File: src/host_bus_pkg.sv
package host_bus_pkg;

   localparam int ADDR_W   = 24;
   localparam int DATA_W   = 16;
   localparam int NUM_ENG  = 2;

   // register block: 64 words of 16 bits, 128 bytes
   localparam int REG_WORDS  = 64;
   localparam int REG_IDX_W  = 6;
   localparam int BASE_LSB   = 7;
   localparam int BASE_W     = ADDR_W - BASE_LSB;

   // engine numbering
   localparam int ENG_DRAW = 0;
   localparam int ENG_DISP = 1;

   // host status line codes, also driven back in master mode
   localparam logic [1:0] ST_READ  = 2'h1;
   localparam logic [1:0] ST_WRITE = 2'h2;
   localparam logic [1:0] ST_IDLE  = 2'h3;

   // word indices inside the register block
   localparam logic [REG_IDX_W-1:0] IDX_RELOC_LO = 6'h00;
   localparam logic [REG_IDX_W-1:0] IDX_RELOC_HI = 6'h01;
   localparam logic [NUM_ENG-1:0][REG_IDX_W-1:0] IDX_OPC = {6'h18, 6'h10};
   localparam logic [NUM_ENG-1:0][REG_IDX_W-1:0] IDX_ADR = {6'h19, 6'h11};

   // relocation word fields
   localparam int RELOC_SPACE_BIT = 0;
   localparam int RELOC_LO_LSB    = 7;
   localparam int RELOC_HI_W      = 8;

   // values after reset
   localparam logic [BASE_W-1:0] BASE_RST  = 17'h00000;
   localparam logic              SPACE_RST = 1'b0;

   typedef enum logic [2:0] {
      A_IDLE    = 3'h0,
      A_HOLD    = 3'h1,
      A_MCYC    = 3'h3,
      A_RELEASE = 3'h2,
      A_GM      = 3'h6,
      A_REG     = 3'h7,
      A_REGRD   = 3'h5,
      A_DONE    = 3'h4
   } arb_state_type;

endpackage : host_bus_pkg

File: src/reg_block_ram.sv
`timescale 1ns/1ps
`default_nettype none

module reg_block_ram #(
   parameter int WIDTH = 16,
   parameter int DEPTH = 64,
   parameter int AW    = 6
) (
   input  wire logic             sys_clk,
   input  wire logic             rst,
   input  wire logic             we,
   input  wire logic [AW-1:0]    addr,
   input  wire logic [WIDTH-1:0] wdata,
   output var  logic [WIDTH-1:0] rdata_q
);

   // storage has no reset; reserved words simply read what was last written
   logic [WIDTH-1:0] mem [DEPTH];

   always_ff @(posedge sys_clk)
   begin
      if (we)
      begin
         mem[addr] <= wdata;
      end
   end

   always_ff @(posedge sys_clk or posedge rst)
   begin
      if (rst)
      begin
         rdata_q <= '0;
      end
      else
      begin
         rdata_q <= mem[addr];
      end
   end

endmodule : reg_block_ram

`default_nettype wire

File: src/host_bus_unit.sv
`timescale 1ns/1ps
`default_nettype none

module host_bus_unit
(
   input  wire logic                          sys_clk,
   input  wire logic                          rst,
   // host slave side
   input  wire logic                          sync_mode,
   input  wire logic                          cs_n,
   input  wire logic [1:0]                    bus_status,
   input  wire logic                          rd_n,
   input  wire logic                          wr_n,
   input  wire logic                          mem_space,
   input  wire logic [host_bus_pkg::ADDR_W-1:0] addr,
   input  wire logic [host_bus_pkg::DATA_W-1:0] host_din,
   output var  logic [host_bus_pkg::DATA_W-1:0] host_dout_q,
   output var  logic                          host_doe_q,
   output var  logic                          ready_q,
   // system bus master side
   output var  logic                          hold_q,
   input  wire logic                          bus_grant_ack,
   input  wire logic                          sys_ready,
   input  wire logic [host_bus_pkg::DATA_W-1:0] sys_din,
   output var  logic [1:0]                    sys_status_q,
   output var  logic                          sys_oe_q,
   output var  logic                          sys_dout_oe_q,
   // shared cycle address and write data for both memories
   output var  logic [host_bus_pkg::ADDR_W-1:0] cyc_addr_q,
   output var  logic [host_bus_pkg::DATA_W-1:0] cyc_wdata_q,
   output var  logic                          cyc_we_q,
   // graphics memory controller side
   output var  logic                          gm_req_q,
   input  wire logic                          gm_done,
   input  wire logic [host_bus_pkg::DATA_W-1:0] gm_rdata,
   // drawing and display engines
   input  wire logic [host_bus_pkg::NUM_ENG-1:0] eng_req,
   input  wire logic [host_bus_pkg::NUM_ENG-1:0] eng_sys,
   input  wire logic [host_bus_pkg::NUM_ENG-1:0] eng_we,
   input  wire logic [host_bus_pkg::NUM_ENG-1:0][host_bus_pkg::ADDR_W-1:0]
                                              eng_addr,
   input  wire logic [host_bus_pkg::NUM_ENG-1:0][host_bus_pkg::DATA_W-1:0]
                                              eng_wdata,
   output var  logic [host_bus_pkg::NUM_ENG-1:0] eng_ack_q,
   output var  logic [host_bus_pkg::DATA_W-1:0] eng_rdata_q,
   // command launch
   output var  logic [host_bus_pkg::NUM_ENG-1:0] cmd_start_q,
   output var  logic [host_bus_pkg::NUM_ENG-1:0][host_bus_pkg::DATA_W-1:0]
                                              cmd_opcode_q,
   output var  logic [host_bus_pkg::NUM_ENG-1:0][host_bus_pkg::DATA_W-1:0]
                                              cmd_addr_q
);
   import host_bus_pkg::*;

   arb_state_type          state_q;
   arb_state_type          state_d;
   logic [BASE_W-1:0]      base_q;
   logic                   space_q;
   logic                   own_host_q;
   logic                   eng_sel_q;
   logic [DATA_W-1:0]      reg_rdata;

   // host cycle decode
   wire logic sync_rd = (bus_status == ST_READ);
   wire logic sync_wr = (bus_status == ST_WRITE);
   // the strobes replace the status lines when running asynchronously
   wire logic host_rd = sync_mode ? sync_rd : !rd_n;
   wire logic host_wr = sync_mode ? sync_wr : !wr_n;
   // a DMA controller is decoded on the same lines as the CPU
   wire logic host_req = !cs_n && (host_rd || host_wr);

   // block decode against the relocated base
   wire logic reg_hit = (addr[ADDR_W-1:BASE_LSB] == base_q)
                        && (mem_space == space_q);
   wire logic gm_hit  = mem_space && !reg_hit;

   // engine requests, masked in the cycle their ack is shown so that
   // a request still high after its ack is not served twice
   wire logic [NUM_ENG-1:0] eng_live = eng_req & ~eng_ack_q;
   wire logic eng_any  = |eng_live;
   // display engine first: its fetches feed the screen and cannot wait
   wire logic eng_pick = eng_live[ENG_DISP];
   wire logic accept   = (state_q == A_IDLE) && (host_req || eng_any);

   // register block access, host only
   wire logic [REG_IDX_W-1:0] reg_idx = cyc_addr_q[BASE_LSB-1:1];
   wire logic reg_wr = (state_q == A_REG) && cyc_we_q;

   // master cycle ends on the system ready of the external bus
   wire logic mcyc_end = (state_q == A_MCYC) && sys_ready;
   wire logic gm_end   = (state_q == A_GM) && gm_done;
   wire logic rel_end  = (state_q == A_RELEASE) && !bus_grant_ack;

   // one owner at a time: host and master paths share this machine, so a
   // host graphics cycle and an engine system cycle can never overlap
   always_comb
   begin
      state_d = state_q;
      case (state_q)
         A_IDLE:
         begin
            if (host_req)
            begin
               if (reg_hit)
               begin
                  state_d = A_REG;
               end
               else if (gm_hit)
               begin
                  state_d = A_GM;
               end
               else
               begin
                  state_d = A_DONE;
               end
            end
            else if (eng_any)
            begin
               if (eng_sys[eng_pick])
               begin
                  state_d = A_HOLD;
               end
               else
               begin
                  state_d = A_GM;
               end
            end
         end
         A_REG:
         begin
            state_d = A_REGRD;
         end
         A_REGRD:
         begin
            state_d = A_DONE;
         end
         A_GM:
         begin
            if (gm_done)
            begin
               state_d = own_host_q ? A_DONE : A_IDLE;
            end
         end
         A_HOLD:
         begin
            if (bus_grant_ack)
            begin
               state_d = A_MCYC;
            end
         end
         A_MCYC:
         begin
            if (sys_ready)
            begin
               state_d = A_RELEASE;
            end
         end
         A_RELEASE:
         begin
            if (!bus_grant_ack)
            begin
               state_d = A_IDLE;
            end
         end
         A_DONE:
         begin
            if (!host_req)
            begin
               state_d = A_IDLE;
            end
         end
         default:
         begin
            state_d = A_IDLE;
         end
      endcase
   end

   always_ff @(posedge sys_clk or posedge rst)
   begin
      if (rst)
      begin
         state_q <= A_IDLE;
      end
      else
      begin
         state_q <= state_d;
      end
   end

   // capture the winning cycle
   always_ff @(posedge sys_clk or posedge rst)
   begin
      if (rst)
      begin
         own_host_q  <= 1'b0;
         eng_sel_q   <= 1'b0;
         cyc_addr_q  <= '0;
         cyc_wdata_q <= '0;
         cyc_we_q    <= 1'b0;
      end
      else if (accept)
      begin
         own_host_q  <= host_req;
         eng_sel_q   <= eng_pick;
         cyc_addr_q  <= host_req ? addr : eng_addr[eng_pick];
         cyc_wdata_q <= host_req ? host_din : eng_wdata[eng_pick];
         cyc_we_q    <= host_req ? host_wr : eng_we[eng_pick];
      end
   end

   // host answer: ready stands until the host drops its cycle
   always_ff @(posedge sys_clk or posedge rst)
   begin
      if (rst)
      begin
         ready_q     <= 1'b0;
         host_doe_q  <= 1'b0;
         host_dout_q <= '0;
      end
      else
      begin
         ready_q    <= (state_d == A_DONE);
         host_doe_q <= (state_d == A_DONE) && host_rd;
         if (state_q == A_REGRD)
         begin
            // reserved words return whatever the array holds
            host_dout_q <= reg_rdata;
         end
         else if (gm_end && own_host_q)
         begin
            host_dout_q <= gm_rdata;
         end
         else if (accept && host_req)
         begin
            host_dout_q <= '0;
         end
      end
   end

   // graphics memory request stands until the controller reports done
   always_ff @(posedge sys_clk or posedge rst)
   begin
      if (rst)
      begin
         gm_req_q <= 1'b0;
      end
      else
      begin
         gm_req_q <= (state_d == A_GM) && !gm_done;
      end
   end

   // master mode: request, wait for grant, run one cycle, release
   always_ff @(posedge sys_clk or posedge rst)
   begin
      if (rst)
      begin
         hold_q        <= 1'b0;
         sys_oe_q      <= 1'b0;
         sys_dout_oe_q <= 1'b0;
         sys_status_q  <= ST_IDLE;
      end
      else
      begin
         hold_q <= (state_d == A_HOLD) || (state_d == A_MCYC);
         sys_oe_q      <= (state_d == A_MCYC);
         sys_dout_oe_q <= (state_d == A_MCYC) && cyc_we_q;
         if (state_d == A_MCYC)
         begin
            sys_status_q <= cyc_we_q ? ST_WRITE : ST_READ;
         end
         else
         begin
            sys_status_q <= ST_IDLE;
         end
      end
   end

   always_ff @(posedge sys_clk or posedge rst)
   begin
      if (rst)
      begin
         eng_rdata_q <= '0;
      end
      else if (mcyc_end)
      begin
         eng_rdata_q <= sys_din;
      end
      else if (gm_end && !own_host_q)
      begin
         eng_rdata_q <= gm_rdata;
      end
   end

   // relocation of the register block
   always_ff @(posedge sys_clk or posedge rst)
   begin
      if (rst)
      begin
         base_q  <= BASE_RST;
         space_q <= SPACE_RST;
      end
      else if (reg_wr && (reg_idx == IDX_RELOC_LO))
      begin
         base_q[ADDR_W-RELOC_HI_W-BASE_LSB-1:0] <=
            cyc_wdata_q[DATA_W-1:RELOC_LO_LSB];
         space_q <= cyc_wdata_q[RELOC_SPACE_BIT];
      end
      else if (reg_wr && (reg_idx == IDX_RELOC_HI))
      begin
         base_q[BASE_W-1:BASE_W-RELOC_HI_W] <=
            cyc_wdata_q[RELOC_HI_W-1:0];
      end
   end

   // per engine: ack and command launch
   for (genvar e = 0; e < NUM_ENG; e++)
   begin : g_eng
      wire logic mine = (eng_sel_q == 1'(e)) && !own_host_q;

      always_ff @(posedge sys_clk or posedge rst)
      begin
         if (rst)
         begin
            eng_ack_q[e]    <= 1'b0;
            cmd_start_q[e]  <= 1'b0;
            cmd_opcode_q[e] <= '0;
            cmd_addr_q[e]   <= '0;
         end
         else
         begin
            eng_ack_q[e]   <= mine && (gm_end || rel_end);
            cmd_start_q[e] <= reg_wr && (reg_idx == IDX_OPC[e]);
            if (reg_wr && (reg_idx == IDX_OPC[e]))
            begin
               cmd_opcode_q[e] <= cyc_wdata_q;
            end
            if (reg_wr && (reg_idx == IDX_ADR[e]))
            begin
               cmd_addr_q[e] <= cyc_wdata_q;
            end
         end
      end
   end

   // register array; engines have no port onto it
   reg_block_ram #(
      .WIDTH (DATA_W),
      .DEPTH (REG_WORDS),
      .AW    (REG_IDX_W)
   ) u_regs (
      .sys_clk (sys_clk),
      .rst     (rst),
      .we      (reg_wr),
      .addr    (reg_idx),
      .wdata   (cyc_wdata_q),
      .rdata_q (reg_rdata)
   );

endmodule : host_bus_unit

`default_nettype wire

File: config.mk
export PLATFORM = sky130hd
export DESIGN_NAME = host_bus_unit
export DESIGN_NICKNAME = d
export VERILOG_FILES = /design/src/host_bus_pkg.sv /design/src/reg_block_ram.sv /design/src/host_bus_unit.sv
export SDC_FILE = /design/constraint.sdc
export NUM_CORES = 2
export LEC_CHECK = 0
export ABC_AREA = 1
export BUFFER_PORTS_ARGS = -buffer_cell sky130_fd_sc_hd__buf_2
export CORE_ASPECT_RATIO = 0.7
export CORE_MARGIN = 10
export CORE_UTILIZATION = 60
export DETAILED_ROUTE_END_ITERATION = 6
export PLACE_DENSITY = 0.8
export SLEW_MARGIN = 5
export SYNTH_ARGS = -nofsm -noshare
export SYNTH_HDL_FRONTEND = slang
export SYNTH_SLANG_ARGS = --single-unit
File: constraint.sdc
create_clock -name sys_clk -period 7.7 [get_ports sys_clk]
set_clock_uncertainty 0.2 [all_clocks]
set_input_delay 0.77 -clock sys_clk [delete_from_list [all_inputs] [get_ports sys_clk]]
set_output_delay 0.77 -clock sys_clk [all_outputs]
set_load 0.02 [all_outputs]
==> flow_metrics.tcl <==
set metrics [dict create \
    num_vias 33800 \
    ys_warn_count 0 \
    synth_seq_cells 1212 \
    crit_top_cell "inv_8" \
    syn_nets 4026 \
    postSynthCellCount 3856 \
    synth_area_um2 48000 \
    numPortBuffers 318 \
    worstMarginPinSlew_ns 1.17 \
    required_ns 7.86 \
    crit_arrival_ns 4.02 \
    status "finished clean" \
    place_inst 5106 \
    synth_xor_area_share_pct 0.0548 \
    crit_slowest_cell "nor2_1" \
    clk_path_buf_depth 3 \
    synth_top_family_by_area "compound AO/OA/AOI/OAI gates" \
    hold_path_class "primary input to async pin" \
    die_w_um 358 \
    antenna_left 0 \
    layout-drive-gt1-share_pct 15.3 \
    die_area_um2 91800 \
    p_leak_nw 19.7 \
    ys_types 38 \
    dpl_cell_area_um2 50700 \
    grt_max_degree 219 \
    synth_compound_area_share_pct 11.8 \
    cts_hold_buf 0 \
    cts_sinks 1212 \
    synth_fa_ha_area_share_pct 0 \
    fillCellCount 5267 \
    core_area_um2 79000 \
    area_growth_pct 12.8 \
    grt_first_pass_wirelength_um 203000 \
    wl_per_cell_um 25.9 \
    finalSetupViolations 0 \
    cts_tree "built" \
    powerDensity_nw_per_um2 383 \
    dr.pass1.iters 6 \
    fp-row-count 86 \
    synth.area.mux_share_pct 0 \
    io_pins 319 \
    fin_setup_tns_ns 0 \
    fin_nets 4325 \
    cp-end-kind "flop" \
    post_cts_buffers 0 \
    wirelength_met1_um 50200 \
    grt_pass1_vias 32500 \
    place_hpwl_um 78400 \
    final_cell_area_um2 54100 \
    cts_resized 0 \
    crit_type "flop to flop" \
    path_cells "inv_8 -> nand2_1 -> inv_8 -> nand3_1 -> nor2_1 -> buf_4" \
    root_buffer "clkbuf_16" \
    htreeDepth 3 \
    start_util_pct 60.7 \
    gp_congestion 0.899 \
    fmax_mhz 259 \
    wl_met3_um 19600 \
    wl_um 138000 \
    drv_cap 0 \
    cts_buffers 103 \
    rsz0062_at_grt "false" \
    met2WireLength_um 63200 \
    insertion_delay_ns 0.68 \
    layoutNonFillerInstCount 5304 \
    synth-simple-area-share_pct 11.2 \
    slew_headroom_pct 21.6 \
    syn_area_per_cell_um2 12.4 \
    viasPerCell 6.37 \
    fin_crit_sh_pct 50.2 \
    synth-seq-area-share_pct 73.9 \
    hold_viol_final 0 \
    drv_slew 0 \
    overflow 0 \
    clkTransAtPathRegs_ns 0.07 \
    p_total_mw 20.7 \
    period_minus_slack_ns 3.86 \
    top_layer "met4" \
    critPathMaxStageDelay_ns 0.70 \
    dr.first_iter.drc_count 5779 \
    antenna_found_initial 4 \
    die_h_um 257 \
    path_max_fanout 83 \
    startpoint_type "flop" \
    ir_worst_vdd_mv 0.505 \
    grt_usage_pct 29.0 \
    drc 0 \
]
-- placed cells by master, fill, tap and decap left out, types with 91 or more instances in the layout --
| master | netlist | final |
|---|---|---|
| a21oi_1 | 91 | 91 |
| a22oi_1 | 104 | 104 |
| buf_2 | 83 | 318 |
| buf_4 | 9 | 97 |
| clkbuf_16 | 0 | 106 |
| dfrtp_1 | 186 | 167 |
| edfxtp_1 | 1024 | 1024 |
| nand2_1 | 738 | 738 |
| nand3_1 | 92 | 92 |
| nor2_1 | 490 | 487 |
| o211ai_1 | 109 | 109 |
| o21ai_0 | 401 | 401 |
| o21ai_1 | 177 | 177 |
-- worst paths after layout --
path,start,to,slack [ns],cells past startpoint
worst max-delay path,cyc_addr_q[1],u_regs.mem[4][3],3.84,6
worst min register to register,own_host_q,eng_ack_q[0],0.25,1
worst min-delay path,rst,eng_rdata_q[11],0.08,2
max in group asynchronous,rst,cyc_addr_q[2],5.64,3
worst max register to register,cyc_addr_q[1],u_regs.mem[4][3],3.84,6
min in group sys_clk,sys_din[1],eng_rdata_q[1],0.11,3
-- through the flow --
stage / hold WS [ns] / util [%] / setup slack (ns)
after CTS: 0.0845 / 68.5 / 3.97
after global placement: 0.238 / 64.1 / 4.01
after detailed placement: 0.252 / 64.1 / 3.91
after floorplan: 0.212 / - / 1.62
final: 0.0778 / 68.5 / 3.84
after global routing: 0.107 / 68.5 / 3.76
-- power by group --
part / switching (mW) / total (mW) / leakage [nW] / internal [mW]
clock network: 2.34 / 5.27 / 1.67 / 2.93
registers: 0.415 / 8.69 / 11.7 / 8.27
logic: 5.23 / 6.78 / 6.31 / 1.55
total: 7.99 / 20.7 / 19.7 / 12.8
-- worst max-delay path: cells and delay by family, from the launching register on --
kind / cells / cell delay [ns]
simple gates: 3 / 1.51
flops: 1 / 0.54
buf+inv: 3 / 1.23
-- kinds of logic (layout without fill, tap and decap cells) --
family / after synthesis / count (layout)
AO/OA/AOI/OAI: 962 / 962
XOR/XNOR: 3 / 3
buffers and inverters: 322 / 711
flip-flops: 1212 / 1212
other: 0 / 3
AND/OR/NAND/NOR: 1357 / 1357
-- sequential cells by signal, summed over array words and instances, names as in the netlist, 16 cells and up --
| name | cells |
|---|---|
| u_regs.mem | 1024 |
| cmd_addr_q | 32 |
| cmd_opcode_q | 32 |
| cyc_addr_q | 24 |
| base_q | 17 |
| cyc_wdata_q | 16 |
| eng_rdata_q | 16 |
| host_dout_q | 16 |
| u_regs.rdata_q | 16 |
-- synthesized netlist by cell type, drive strengths merged --
cell type  count  area share, %
clkbuf       105           0.82
nand3         94            1.0
a21oi         91           0.95
o2111ai       56            1.0
edfxtp      1024             64
dfrtp        186            9.7
a22oi        114            1.9
nor2         501            4.0
o22ai          9           0.12
nor4           1          0.013
a31oi          3          0.039
o21ai        580            6.1
clkinv         4          0.034
inv           93           0.73
o211ai       109            1.7
buf          120            1.5
nand2        742            5.8
dfstp          2           0.11
xnor2          3          0.055
nand4          9           0.12
nor3           9           0.11
or2            1          0.013
-- metal layers --
metal	GRT usage, %	vias up
li1	-	14500
met1	40.9	16400
met2	43.8	2594
met3	8.01	294
met4	9.30	0
met5	0	-
-- cell type report --
type | instances | area, um2 | share of cell area [%]
sequential | 1212 | 35500 | 65.6
multi-input combinational | 2322 | 11100 | 20.5
clock buffer | 137 | 2880 | 5.32
timing repair buffer | 419 | 2400 | 4.44
tap | 1056 | 1320 | 2.44
clock inverter | 58 | 527 | 0.974
inverter | 97 | 397 | 0.733
antenna | 3 | 7.51 | 0.0139
Note: power is estimated with default switching activity, not from simulation.
